### src/hdl/usb_defs.svh
// Purpose: constants for the serial data buffer and baud setup block
// Assumes: included by bare name from hdl files
// Notes:   offsets, select codes, prescale values, reset values and timing counts
`ifndef USB_DEFS_SVH
`define USB_DEFS_SVH

`define USB_SBUF_ADDR        8'h99
`define USB_SBUF_PAGE        4'h0
`define USB_SBUF_RESET       8'h00
`define USB_DIV_SYS12        2'h0
`define USB_DIV_SYS4         2'h1
`define USB_DIV_SYS48        2'h2
`define USB_DIV_EXT8         2'h3
`define USB_PRE_12           6'h0C
`define USB_PRE_4            6'h04
`define USB_PRE_48           6'h30
`define USB_PRE_8            6'h08
`define USB_PRE_1            6'h01
`define USB_TIMER_TOP        9'h100
`define USB_FRAME_BITS       4'hA

`endif

### src/hdl/usb_pkg.sv
// Purpose: shared types for the serial data buffer block
// Assumes: nothing beyond the defs header
// Notes:   states and the baud configuration carrier
package usb_pkg;

    typedef enum logic [1:0]
    {
        TX_IDLE  = 2'b00,
        TX_SHIFT = 2'b01,
        TX_STOP  = 2'b10
    } usb_tx_state_type;

    typedef enum logic [1:0]
    {
        RX_IDLE  = 2'b00,
        RX_START = 2'b01,
        RX_DATA  = 2'b10,
        RX_STOP  = 2'b11
    } usb_rx_state_type;

    typedef struct packed
    {
        logic       direct_clock;
        logic [1:0] prescale_select;
        logic [7:0] reload;
    } usb_baud_cfg_type;

endpackage

### src/hdl/usb_serial_port.sv
// Purpose: serial data buffer with transmit shifter and receive latch
// Assumes: register access is a plain SFR port, synchronous to CLK_SYS
// Notes:   10-bit frame, start, 8 data LSB first, stop; ninth bit optional
`timescale 1ns/10ps
`include "usb_defs.svh"

// Overview of operation
// RQ1 - one data buffer address: write reaches transmit shifter, read the latch
// RQ2 - written byte sits in the transmit shifter until fully sent; here a write mid-frame replaces it and restarts
// RQ3 - every write starts a transmission with no other command
// RQ4 - reads return the receive latch, never the transmit byte
// RQ5 - software picks reload 0x96 settings for 115200 or 9600 at 24.5 MHz
// RQ6 - software picks reload 0xD0 or 0xFA settings for 230400 at 22.1184 MHz
// RQ7 - prescale select picks /12, /4, /48 or external /8; direct bit overrides
// RQ8 - bit period is prescale times two times (256 minus reload)
// RQ9 - transmit complete flag sets at start of stop bit
// RQ10 - received byte latched after stop only if receive flag clear and filter passes
module usb_serial_port
(
    input  wire logic       CLK_SYS,
    input  wire logic       SYS_RST,
    input  wire logic [7:0] SFR_ADDR,
    input  wire logic [3:0] SFR_PAGE,
    input  wire logic       SFR_WR,
    input  wire logic       SFR_RD,
    input  wire logic [7:0] SFR_WDATA,
    output logic      [7:0] SFR_RDATA,
    input  wire logic       BAUD_TIMER_DIRECT_CLOCK_SELECT,
    input  wire logic [1:0] TIMER_PRESCALE_SELECT,
    input  wire logic [7:0] BAUD_TIMER_RELOAD,
    input  wire logic       EXTERNAL_OSCILLATOR_CLOCK,
    input  wire logic       RECEIVE_ENABLE,
    input  wire logic       NINE_BIT_MODE,
    input  wire logic       TRANSMIT_NINTH_BIT,
    input  wire logic       MULTIPROCESSOR_FILTER_ENABLE,
    input  wire logic       TRANSMIT_FLAG_CLEAR,
    input  wire logic       RECEIVE_FLAG_CLEAR,
    output logic            TRANSMIT_COMPLETE_FLAG,
    output logic            RECEIVE_COMPLETE_FLAG,
    output logic            RECEIVED_NINTH_BIT,
    output logic            TRANSMIT_BUSY,
    input  wire logic       SERIAL_RX,
    output logic            SERIAL_TX
);

    usb_pkg::usb_baud_cfg_type baud_cfg;
    usb_pkg::usb_tx_state_type tx_state_ff, nxt_tx_state;
    usb_pkg::usb_rx_state_type rx_state_ff, nxt_rx_state;
    logic [8:0] tx_shift_ff, nxt_tx_shift;
    logic [3:0] tx_bit_ff, nxt_tx_bit;
    logic       tx_line_ff, nxt_tx_line;
    logic       ti_ff, nxt_ti;
    logic [8:0] rx_shift_ff, nxt_rx_shift;
    logic [3:0] rx_bit_ff, nxt_rx_bit;
    logic [7:0] rx_latch_ff, nxt_rx_latch;
    logic       ri_ff, nxt_ri;
    logic       rb8_ff, nxt_rb8;
    logic       rx_half_ff, nxt_rx_half;
    logic       rx_sample;
    logic [7:0] rdata_ff, nxt_rdata;
    logic       half_tick;
    logic       bit_tick;
    logic       sel;
    logic       wr_buf;
    logic [3:0] data_bits;
    logic       rx_accept;

    // one address, split by direction
    assign sel       = (SFR_ADDR == `USB_SBUF_ADDR) && (SFR_PAGE == `USB_SBUF_PAGE); // RQ1
    assign wr_buf    = sel && SFR_WR; // RQ1
    assign data_bits = NINE_BIT_MODE ? 4'h9 : 4'h8;
    assign baud_cfg  = '{direct_clock: BAUD_TIMER_DIRECT_CLOCK_SELECT,
                         prescale_select: TIMER_PRESCALE_SELECT,
                         reload: BAUD_TIMER_RELOAD};

    usb_baud_gen u_baud
    (
        .clk       (CLK_SYS),
        .rst       (SYS_RST),
        .cfg       (baud_cfg),
        .ext_clk   (EXTERNAL_OSCILLATOR_CLOCK),
        .half_tick (half_tick),
        .bit_tick  (bit_tick)
    );

    // transmitter; a write mid-frame restarts with the new byte
    always_comb
    begin
        nxt_tx_state = tx_state_ff;
        nxt_tx_shift = tx_shift_ff;
        nxt_tx_bit   = tx_bit_ff;
        nxt_tx_line  = tx_line_ff;
        nxt_ti       = ti_ff && !TRANSMIT_FLAG_CLEAR;
        if (wr_buf)
        begin
            nxt_tx_shift = {TRANSMIT_NINTH_BIT, SFR_WDATA}; // RQ2
            nxt_tx_bit   = 4'h0;
            nxt_tx_state = usb_pkg::TX_SHIFT; // RQ3
        end
        else if (bit_tick)
        begin
            unique case (tx_state_ff)
                usb_pkg::TX_IDLE:  nxt_tx_line = 1'b1;
                usb_pkg::TX_SHIFT:
                begin
                    // start waits for a tick so it lasts one whole bit period
                    if (tx_bit_ff == 4'h0)
                    begin
                        nxt_tx_line = 1'b0; // RQ8
                        nxt_tx_bit  = 4'h1;
                    end
                    else if (tx_bit_ff == data_bits + 4'h1)
                    begin
                        nxt_tx_line  = 1'b1;
                        nxt_tx_state = usb_pkg::TX_STOP;
                        nxt_ti       = 1'b1; // RQ9
                    end
                    else
                    begin
                        nxt_tx_line  = tx_shift_ff[0];
                        nxt_tx_shift = {1'b1, tx_shift_ff[8:1]}; // RQ2
                        nxt_tx_bit   = tx_bit_ff + 4'h1;
                    end
                end
                usb_pkg::TX_STOP:  nxt_tx_state = usb_pkg::TX_IDLE;
                default:           nxt_tx_state = usb_pkg::TX_IDLE;
            endcase
        end
    end

    // receiver; every second half tick after the start check samples,
    // so sampling follows the start edge, not the free-running bit tick
    always_comb
    begin
        nxt_rx_state = rx_state_ff;
        nxt_rx_shift = rx_shift_ff;
        nxt_rx_bit   = rx_bit_ff;
        nxt_rx_latch = rx_latch_ff;
        nxt_rb8      = rb8_ff;
        nxt_ri       = ri_ff && !RECEIVE_FLAG_CLEAR;
        nxt_rx_half  = half_tick ? !rx_half_ff : rx_half_ff;
        rx_sample    = half_tick && rx_half_ff;
        rx_accept    = !ri_ff && (!MULTIPROCESSOR_FILTER_ENABLE ||
                        (NINE_BIT_MODE ? rx_shift_ff[8] : SERIAL_RX)); // RQ10
        unique case (rx_state_ff)
            usb_pkg::RX_IDLE:
                if (RECEIVE_ENABLE && !SERIAL_RX)
                begin
                    nxt_rx_state = usb_pkg::RX_START;
                end
            usb_pkg::RX_START:
                if (half_tick)
                begin
                    nxt_rx_state = SERIAL_RX ? usb_pkg::RX_IDLE : usb_pkg::RX_DATA;
                    nxt_rx_bit   = 4'h0;
                    nxt_rx_half  = 1'b0;
                end
            usb_pkg::RX_DATA:
                if (rx_sample)
                begin
                    nxt_rx_shift = {SERIAL_RX, rx_shift_ff[8:1]};
                    nxt_rx_bit   = rx_bit_ff + 4'h1;
                    if (rx_bit_ff + 4'h1 == data_bits)
                    begin
                        nxt_rx_state = usb_pkg::RX_STOP;
                    end
                end
            usb_pkg::RX_STOP:
                if (rx_sample)
                begin
                    nxt_rx_state = usb_pkg::RX_IDLE;
                    if (rx_accept)
                    begin
                        nxt_rx_latch = NINE_BIT_MODE ? rx_shift_ff[7:0] : rx_shift_ff[8:1];
                        nxt_rb8      = NINE_BIT_MODE ? rx_shift_ff[8] : SERIAL_RX;
                        nxt_ri       = 1'b1; // RQ10
                    end
                end
        endcase
        // read returns latch, registered for a clean data output
        nxt_rdata = (sel && SFR_RD) ? nxt_rx_latch : rdata_ff; // RQ4
    end

    // all state registers
    always_ff @(posedge CLK_SYS or posedge SYS_RST)
    begin
        if (SYS_RST)
        begin
            tx_state_ff <= usb_pkg::TX_IDLE;
            tx_shift_ff <= 9'h1FF;
            tx_bit_ff   <= 4'h0;
            tx_line_ff  <= 1'b1;
            ti_ff       <= 1'b0;
            rx_state_ff <= usb_pkg::RX_IDLE;
            rx_shift_ff <= 9'h000;
            rx_bit_ff   <= 4'h0;
            rx_latch_ff <= `USB_SBUF_RESET;
            ri_ff       <= 1'b0;
            rb8_ff      <= 1'b0;
            rx_half_ff  <= 1'b0;
            rdata_ff    <= `USB_SBUF_RESET;
        end
        else
        begin
            tx_state_ff <= nxt_tx_state;
            tx_shift_ff <= nxt_tx_shift;
            tx_bit_ff   <= nxt_tx_bit;
            tx_line_ff  <= nxt_tx_line;
            ti_ff       <= nxt_ti;
            rx_state_ff <= nxt_rx_state;
            rx_shift_ff <= nxt_rx_shift;
            rx_bit_ff   <= nxt_rx_bit;
            rx_latch_ff <= nxt_rx_latch;
            ri_ff       <= nxt_ri;
            rb8_ff      <= nxt_rb8;
            rx_half_ff  <= nxt_rx_half;
            rdata_ff    <= nxt_rdata;
        end
    end

    assign SFR_RDATA              = rdata_ff;
    assign SERIAL_TX              = tx_line_ff;
    assign TRANSMIT_COMPLETE_FLAG = ti_ff;
    assign RECEIVE_COMPLETE_FLAG  = ri_ff;
    assign RECEIVED_NINTH_BIT     = rb8_ff;
    assign TRANSMIT_BUSY          = (tx_state_ff != usb_pkg::TX_IDLE);

    // write arms the frame: busy next cycle with the start bit pending
    a_write_starts_tx: assert property (@(posedge CLK_SYS) disable iff (SYS_RST) // RQ3
        wr_buf |=> (TRANSMIT_BUSY && tx_bit_ff == 4'h0))
        else $error("write did not start transmission");

    // start bit launched on a bit tick, so it lasts a full bit period
    a_start_on_tick: assert property (@(posedge CLK_SYS) disable iff (SYS_RST) // RQ8
        (bit_tick && !wr_buf && tx_state_ff == usb_pkg::TX_SHIFT && tx_bit_ff == 4'h0)
        |=> !SERIAL_TX)
        else $error("start bit not launched on bit tick");

    // completion flag rises only at the stop bit
    a_ti_at_stop: assert property (@(posedge CLK_SYS) disable iff (SYS_RST) // RQ9
        $rose(ti_ff) |-> (tx_state_ff == usb_pkg::TX_STOP && SERIAL_TX))
        else $error("transmit flag set outside stop bit");

    // latch only loads when receive flag was clear
    a_latch_guard: assert property (@(posedge CLK_SYS) disable iff (SYS_RST) // RQ10
        $past(ri_ff) && !$past(RECEIVE_FLAG_CLEAR) |-> $stable(rx_latch_ff))
        else $error("receive latch overwritten while flag set");

    // read returns latch, not the transmit byte
    a_read_latch: assert property (@(posedge CLK_SYS) disable iff (SYS_RST) // RQ4
        (sel && SFR_RD) |=> (SFR_RDATA == rx_latch_ff))
        else $error("read did not return receive latch");

    // written byte sits in the transmit shifter the cycle after the write
    a_tx_hold: assert property (@(posedge CLK_SYS) disable iff (SYS_RST) // RQ2
        wr_buf |=> (tx_shift_ff[7:0] == $past(SFR_WDATA)))
        else $error("written byte not in transmit shifter");

endmodule

### src/hdl/usb_baud_gen.sv
// Purpose: baud tick generator, prescaler plus 8-bit auto-reload timer
// Assumes: external clock arrives already synchronous to CLK_SYS
// Notes:   bit_tick pulses once per bit period, half_tick once per half
`timescale 1ns/10ps
`include "usb_defs.svh"

module usb_baud_gen
(
    input  wire logic                      clk,
    input  wire logic                      rst,
    input  wire usb_pkg::usb_baud_cfg_type cfg,
    input  wire logic                      ext_clk,
    output logic                           half_tick,
    output logic                           bit_tick
);

    logic [5:0] pre_cnt_ff;
    logic [5:0] nxt_pre_cnt;
    logic [8:0] tmr_cnt_ff;
    logic [8:0] nxt_tmr_cnt;
    logic       half_ff;
    logic       nxt_half;
    logic       ext_q_ff;
    logic       nxt_ext_q;
    logic [5:0] pre_div;
    logic       src_ev;
    logic       tmr_ev;
    logic       ovf;

    // prescale choice; direct select overrides the field
    always_comb
    begin
        unique case (cfg.prescale_select)
            `USB_DIV_SYS12: pre_div = `USB_PRE_12;
            `USB_DIV_SYS4:  pre_div = `USB_PRE_4;
            `USB_DIV_SYS48: pre_div = `USB_PRE_48;
            `USB_DIV_EXT8:  pre_div = `USB_PRE_8;
        endcase
        if (cfg.direct_clock)
        begin
            pre_div = `USB_PRE_1; // RQ7
        end
    end

    // external clock counts rising edges, system clock counts cycles
    always_comb
    begin
        nxt_ext_q = ext_clk;
        src_ev    = 1'b1;
        if (!cfg.direct_clock && cfg.prescale_select == `USB_DIV_EXT8)
        begin
            src_ev = ext_clk && !ext_q_ff; // RQ7
        end
        nxt_pre_cnt = pre_cnt_ff;
        tmr_ev      = 1'b0;
        if (src_ev)
        begin
            if (pre_cnt_ff + 6'h01 >= pre_div)
            begin
                nxt_pre_cnt = 6'h00;
                tmr_ev      = 1'b1;
            end
            else
            begin
                nxt_pre_cnt = pre_cnt_ff + 6'h01;
            end
        end
        // timer counts reload..255, overflow reloads; two overflows per bit
        ovf         = tmr_ev && (tmr_cnt_ff[7:0] == 8'hFF); // RQ8
        nxt_tmr_cnt = tmr_cnt_ff;
        if (ovf)
        begin
            nxt_tmr_cnt = {1'b0, cfg.reload};
        end
        else if (tmr_ev)
        begin
            nxt_tmr_cnt = tmr_cnt_ff + 9'h001;
        end
        nxt_half  = ovf ? !half_ff : half_ff;
        half_tick = ovf;
        bit_tick  = ovf && half_ff; // RQ8
    end

    // timer and prescaler state
    always_ff @(posedge clk or posedge rst)
    begin
        if (rst)
        begin
            pre_cnt_ff <= 6'h00;
            tmr_cnt_ff <= 9'h000;
            half_ff    <= 1'b0;
            ext_q_ff   <= 1'b0;
        end
        else
        begin
            pre_cnt_ff <= nxt_pre_cnt;
            tmr_cnt_ff <= nxt_tmr_cnt;
            half_ff    <= nxt_half;
            ext_q_ff   <= nxt_ext_q;
        end
    end

endmodule

### config.mk
export PLATFORM = sky130hd
export DESIGN_NAME = usb_serial_port
export DESIGN_NICKNAME = d
export VERILOG_FILES = /design/src/hdl/usb_pkg.sv /design/src/hdl/usb_serial_port.sv /design/src/hdl/usb_baud_gen.sv
export VERILOG_INCLUDE_DIRS = /design/src /design/src/hdl
export SDC_FILE = /design/constraint.sdc
export NUM_CORES = 1
export LEC_CHECK = 0
export ABC_AREA = 1
export BUFFER_PORTS_ARGS = -buffer_cell sky130_fd_sc_hd__buf_2
export CORE_MARGIN = 2
export CORE_UTILIZATION = 50
export DETAILED_ROUTE_END_ITERATION = 12
export HOLD_SLACK_MARGIN = 0.1
export PLACE_DENSITY = 0.77
export SYNTH_ARGS = -nofsm -noshare
export SYNTH_HDL_FRONTEND = slang
export SYNTH_HIERARCHICAL = 1
export SYNTH_SLANG_ARGS = --single-unit
### constraint.sdc
create_clock -name CLK_SYS -period 7.4 [get_ports CLK_SYS]
set_input_delay 1.48 -clock CLK_SYS [delete_from_list [all_inputs] [get_ports CLK_SYS]]
set_output_delay 1.48 -clock CLK_SYS [all_outputs]
set_load 0.005 [all_outputs]
Yosys cells after proc, flatten, opt, wreduce, memory -nomap -nowiden
Cells that the tools add are included.
Cells by class
  $add $sub $neg: 5
  magnitude comparators: 1
  equality and inequality tests: 22
  multiplexer cells: 53
  bitwise logic cells: 1
  reduce and logical (&&, ||, !) cells: 41
Operators by type and width (number)
  $mux W9: 7
  $mux W8: 4
  $mux W4: 7
  $pmux W6 S4: 1
  $mux W2: 10
  $mux W1: 18
  $eq A8 B8 Y1 const B: 2
  $ne A2 B2 Y1 const B: 8
  $add A4 B1 Y4 const B: 3
  $logic_and A1 B1 Y1: 12
  $mux W6: 2
  $reduce_and A3 Y1: 4
  $reduce_bool A2 Y1: 6
  $add A9 B1 Y9 const B: 1
  $logic_not A1 Y1: 9
  $ne A3 B3 Y1 const B: 3
  $eq A2 B2 Y1 const B: 4
  $eq A4 B4 Y1: 2
  $logic_not A4 Y1: 2
  $pmux W2 S4: 1
  $pmux W4 S2: 1
  $reduce_and A4 Y1: 2
  $add A6 B1 Y6 const B: 1
  $eq A2 B1 Y1 const B: 3
  8 further kinds: 10
Storage, ports and cells
  bits in registers: 68
  bits of input ports: 43
  output and inout bits: 13
  word-level logic and storage cells: 140

Logic depth before layout (Yosys ltp)
  depth in word-level cells: 10
  gate-level depth with buffers: 20
  mapped depth without buffers: 20

Hierarchy
The synthesis kept the hierarchy.
Modules (own cells, without submodules)
  usb_serial_port: instances 1, cells each 345, area an instance 2693.8 um^2, seq. area each 1288.7 um^2
  usb_baud_gen: instances 1, cells each 180, area an instance 1234.9 um^2, seq. area each 400.4 um^2

Worst setup path before layout
OpenSTA, ideal clock, no wires.
  path kind: input to register
  start: in TIMER_PRESCALE_SELECT[0]
  end: reg rdata_ff[1], in the netlist SFR_RDATA[1]
  library setup time: 0.117 ns
  data arrival time: 3.915 ns
  data required time: 7.283 ns
  slack: 3.368 ns
  stages: 19
  buffers on the path: 1
  path through: inv_1 > ha_1 > or2_2 > ha_1 > nand2_1 > nor2_1 > nand2_1 > nand3_2 > nand3_2 > nor2_1 > ha_1 > nand2_1 > nor3_2 > nand2_4 > buf_12 > nand2_2 > o21ai_2 > nand2_1 > nand2_1
Between the ends
  longest elaborated chain between the ends: 10
  elaborated cells on any way between the ends: 15
  classes of those cells: 1 x order compare; 3 x eq/ne; 7 x mux; 4 x reduce/logical
RTL lines
  start: declaration: RTL line usb_serial_port.sv:29  | input wire logic [1:0] TIMER_PRESCALE_SELECT,
  $eq A2 B2 Y1 (tied with other cells): RTL line usb_baud_gen.sv:33  | unique case (cfg.prescale_select)
  $pmux W6 S4: RTL line usb_baud_gen.sv:33
  $mux W6: RTL line usb_baud_gen.sv:39  | if (cfg.direct_clock)
  $ge A6 B6 Y1: RTL line usb_baud_gen.sv:58  | if (pre_cnt_ff + 6'h01 >= pre_div)
  $mux W1: RTL line usb_baud_gen.sv:58
  $mux W1 *: RTL line usb_baud_gen.sv:56  | if (src_ev)
  $logic_and A1 B1 Y1 *: RTL line usb_baud_gen.sv:69  | ovf = tmr_ev && (tmr_cnt_ff[7:0] == 8'hFF);
  via half_tick: RTL line usb_serial_port.sv:61  | logic half_tick;
  $logic_and A1 B1 Y1 *: RTL line usb_serial_port.sv:142  | rx_sample = half_tick && rx_half_ff;
  $mux W8 *: RTL line usb_serial_port.sv:169  | if (rx_sample)
  $mux W8 *: RTL line usb_serial_port.sv:145  | unique case (rx_state_ff)
  via nxt_rx_latch[1]: RTL line usb_serial_port.sv:55  | logic [7:0] rx_latch_ff, nxt_rx_latch;
  end signal: assignment: RTL line usb_serial_port.sv:201  | rdata_ff <= `USB_SBUF_RESET;
  end signal: assignment: RTL line usb_serial_port.sv:217  | rdata_ff <= nxt_rdata;
  end: declaration: RTL line usb_serial_port.sv:60  | logic [7:0] rdata_ff, nxt_rdata;
Mark *: on every way through the listed nets, which the timed path passes. The rest lies on a longest branch. The select of a mux whose other input is x is not followed.
A chain may end at the register's enable or synchronous reset.

Final worst setup path
  start: in TIMER_PRESCALE_SELECT[0]
  end: reg rx_bit_ff[2]
Between the ends
  longest elaborated chain between the ends: 10
  elaborated cells on any way between the ends: 16
  classes of those cells: 1 x order compare; 5 x eq/ne; 5 x mux; 5 x reduce/logical
RTL lines
  $eq A2 B2 Y1 (tied with other cells): RTL line usb_baud_gen.sv:33
  $pmux W6 S4: RTL line usb_baud_gen.sv:33
  $mux W6: RTL line usb_baud_gen.sv:39
  $ge A6 B6 Y1: RTL line usb_baud_gen.sv:58
  $mux W1: RTL line usb_baud_gen.sv:58
  $mux W1 *: RTL line usb_baud_gen.sv:56
  $logic_and A1 B1 Y1 *: RTL line usb_baud_gen.sv:69
  via half_tick: RTL line usb_serial_port.sv:61
  $logic_and A1 B1 Y1: RTL line usb_serial_port.sv:142
  $ne A2 B2 Y1 (no source line)
  $reduce_and A3 Y1 (no source line) *
  end signal: assignment: RTL line usb_serial_port.sv:212  | rx_bit_ff <= nxt_rx_bit;
  end: declaration: RTL line usb_serial_port.sv:54  | logic [3:0] rx_bit_ff, nxt_rx_bit;
Marks and branches as above.

==> results_dict.tcl <==
set metrics [dict create \
    synth_fp_nets 584 \
    worst_pin_slew_ns 1.038 \
    power.share.clock_pct 27.9 \
    netlist_area_mm2 0.003929 \
    ys.flop_type "dfrtp_1" \
    cp-end-kind "flip-flop" \
    antenna_left 0 \
    synthAdderAreaFrac_pct 5.096 \
    dp.cells 674 \
    p_leak_nw 2.482 \
    die-area_mm2 0.008582 \
    cts_hold_buffers 0 \
    gp_congestion 0.8700 \
    timing.fmax_ghz 0.2238 \
    synth_compound_area_share_pct 9.140 \
    layout-drive-gt1-share_pct 20.92 \
    final_cells 690 \
    synth_xor_xnor_area_share_pct 0.6688 \
    core_mm2 0.007687 \
    cts_root_buf "clkbuf_8" \
    rsz0062_at_grt "false" \
    route.detailed.drc 0 \
    critical_path.startpoint_type "input port" \
    num_rows 32 \
    yosys_warnings 6 \
    track_usage_pct 20.52 \
    htreeDepth 3 \
    grt_pass1_wl_mm 14.21 \
    async_flop_share_pct 100.0 \
    diodes 0 \
    slew_headroom_pct 30.72 \
    synth_top_family_by_area "simple AND/OR/NAND/NOR gates" \
    critical_path_class "input port to flip-flop" \
    avgSynthCellArea_um2 7.483 \
    insertion_delay_ns 0.35 \
    die_h_um 92.64 \
    ys_types 37 \
    seq_area_frac_synth_pct 42.99 \
    p_per_area_mw_per_mm2 267.3 \
    io_pins 56 \
    r2r_cells 16 \
    cts_tree "done" \
    mostFrequentLayoutCells "nand2_1, inv_1, dfrtp_1, buf_2, nor2_1" \
    viasPerCell 4.914 \
    antenna_found_initial 0 \
    cts.sinks 67 \
    swShare_pct 37.51 \
    final_common_cell "nand2_1" \
    cts.repair.resized 0 \
    r2r_end "rx_bit_ff[2]$_DFFE_PP0P_" \
    crit_start "TIMER_PRESCALE_SELECT[0]" \
    drt_iter0_markers 150 \
    cts_setup_buffers 0 \
    synthToLayoutAreaGrowth_pct 14.36 \
    die_w_um 92.64 \
    yosys-top-cells-area "dfrtp_1, nand2_1, inv_1, dfstp_2, ha_1" \
    yosysTopAreaCell "dfrtp_1" \
    worst_r2r_startpoint "u_baud/pre_cnt_ff[0]$_DFFE_PP0N_" \
    pwr-share-seq_pct 40.7 \
    grt_max_degree 52 \
    clk_path_buf_depth 2 \
    wl_per_cell_um 11.69 \
    p_sw_w 0.0004506 \
    fin_skew_ns 0.009250 \
    min_delay_path_depth 2 \
    ys_seq_elements 67 \
    grt_pass1_vias 3382 \
    yosys.area_share.simple_pct 31.75 \
    hpwl_mm 5.982 \
    synthCells 525 \
    setup_tns_ns 0 \
    numCtsBuffers 9 \
    finalSetupViolCount 0 \
    clk_pin_slew_ns 0.07 \
    p_int_w 0.0007506 \
    firstDrtPassIters 4 \
    hold_end "SERIAL_TX$_DFFE_PP1P_" \
    crit_fanout 18 \
    synth_edf_count 0 \
    cp.arrival_ns 4.69 \
    synth_top_cell_area_share_pct 36.31 \
    routed_wl_mm 8.063 \
    io_buffers 55 \
    via_count 3391 \
    synthMuxAreaShare_pct 0 \
    hp-start "SERIAL_TX$_DFFE_PP1P_" \
    status "finished, final reports clean" \
    min-delay-path-class "flip-flop to flip-flop" \
    hold_viol 0 \
    min_period_over_period_pct 60.38 \
    final-max-slew-violation-count 0 \
    overflow 0 \
    combPwrFrac_pct 31.5 \
    rrSetupSlack_ns 3.83 \
    final_nets 642 \
    maxCapViolations 0 \
    ir_worst_vdd_uv 146.2 \
    worst_ep_required_time_ns 7.62 \
    initial_core_util_pct 51.11 \
    period_minus_slack_ns 4.468 \
]
==> routing by layer <==
layer / part of all wire [%] / global-route usage (%) / up-vias
met2: 49 / 36.50 / 72
li1: - / - / 1758
met5: 0 / 0 / -
met3: 4.7 / 3.824 / 15
met1: 45 / 24.70 / 1546
met4: 1.9 / 7.721 / 0
==> through the flow <==
step                 power, W  setup WS (ns)  util [%]  hold WS, ns  area, um2
floorplan           0.0007789          3.368         -       0.4479       3929
global placement    0.0008520          2.835     55.65       0.4559       4278
detailed placement  0.0008705          2.633     55.65       0.4606       4278
CTS                  0.001207          2.971     58.45       0.4715       4493
global route         0.001299          2.634     58.45       0.5001       4493
finish               0.001201          2.932     58.45       0.4746       4493
==> sequential cells by signal, summed over array words and instances, names as in the netlist, 2 cells and up, named ones only <==
register / flops
SFR_RDATA: 8
rx_bit_ff: 4
rx_latch_ff: 8
rx_shift_ff: 9
tx_bit_ff: 4
tx_shift_ff: 9
tx_state_ff: 2
u_baud/pre_cnt_ff: 6
u_baud/tmr_cnt_ff: 8
==> synth_stat cells, types with 5 or more instances <==
cell and count:
dfstp_2 10, nand2_2 11, dfrtp_1 57, nand4_1 14, inv_2 5, nand2_1 155
inv_1 88, nor2_1 40, o21ai_2 9, nand3_1 33, o21ai_0 38, ha_1 16
==> worst max-delay path by stage <==
stage / end / cells after the start / slack, ns
after detailed placement: rx_bit_ff[2]$_DFFE_PP0P_ / 17 / 2.63
after global routing: rx_bit_ff[0]$_DFFE_PP0P_ / 17 / 2.63
after floorplan: SFR_RDATA[1]$_DFFE_PP0P_ / 19 / 3.37
final: rx_bit_ff[2]$_DFFE_PP0P_ / 17 / 2.93
after global placement: rx_bit_ff[3]$_DFFE_PP0P_ / 17 / 2.84
after CTS: rx_bit_ff[2]$_DFFE_PP0P_ / 17 / 2.97
==> area by class of cell <==
type,count,area (um2)
clock buffer,9,123.9
clock inverter,7,91.34
fill,704,3194
inverter,94,352.8
multi-input combinational,356,1833
sequential,67,1689
tap,102,127.6
timing repair buffer,55,275.3
==> power groups by stage <==
stage / clock network [W] / registers (W) / logic (W)
finish: 0.000335 / 0.000488 / 0.000378
global route: 0.000354 / 0.000498 / 0.000447
CTS: 0.000340 / 0.000487 / 0.000380
detailed placement: 0 / 0.000493 / 0.000378
global placement: 0 / 0.000490 / 0.000362
floorplan: 0 / 0.000480 / 0.000299
==> critical path: stages <==
cell	delay, ns
buf_2	0.10
inv_1	0.06
ha_1	0.28
or2_2	0.27
ha_1	0.30
nand2_1	0.06
nor2_1	0.10
nand2_1	0.10
nand3_2	0.17
nand3_2	0.11
nor2_1	0.24
ha_1	0.23
nand2_1	0.14
nor2_2	0.50
inv_1	0.21
o21ai_0	0.21
o21ai_0	0.13
==> cells by family after synthesis <==
| family | count (synthesis) |
|---|---|
| compound gates | 62 |
| xor+xnor | 3 |
| fa+ha+maj | 16 |
| buf+inv | 102 |
| flops | 67 |
| simple gates | 275 |
No activity file was read; power rests on OpenSTA's default activity.
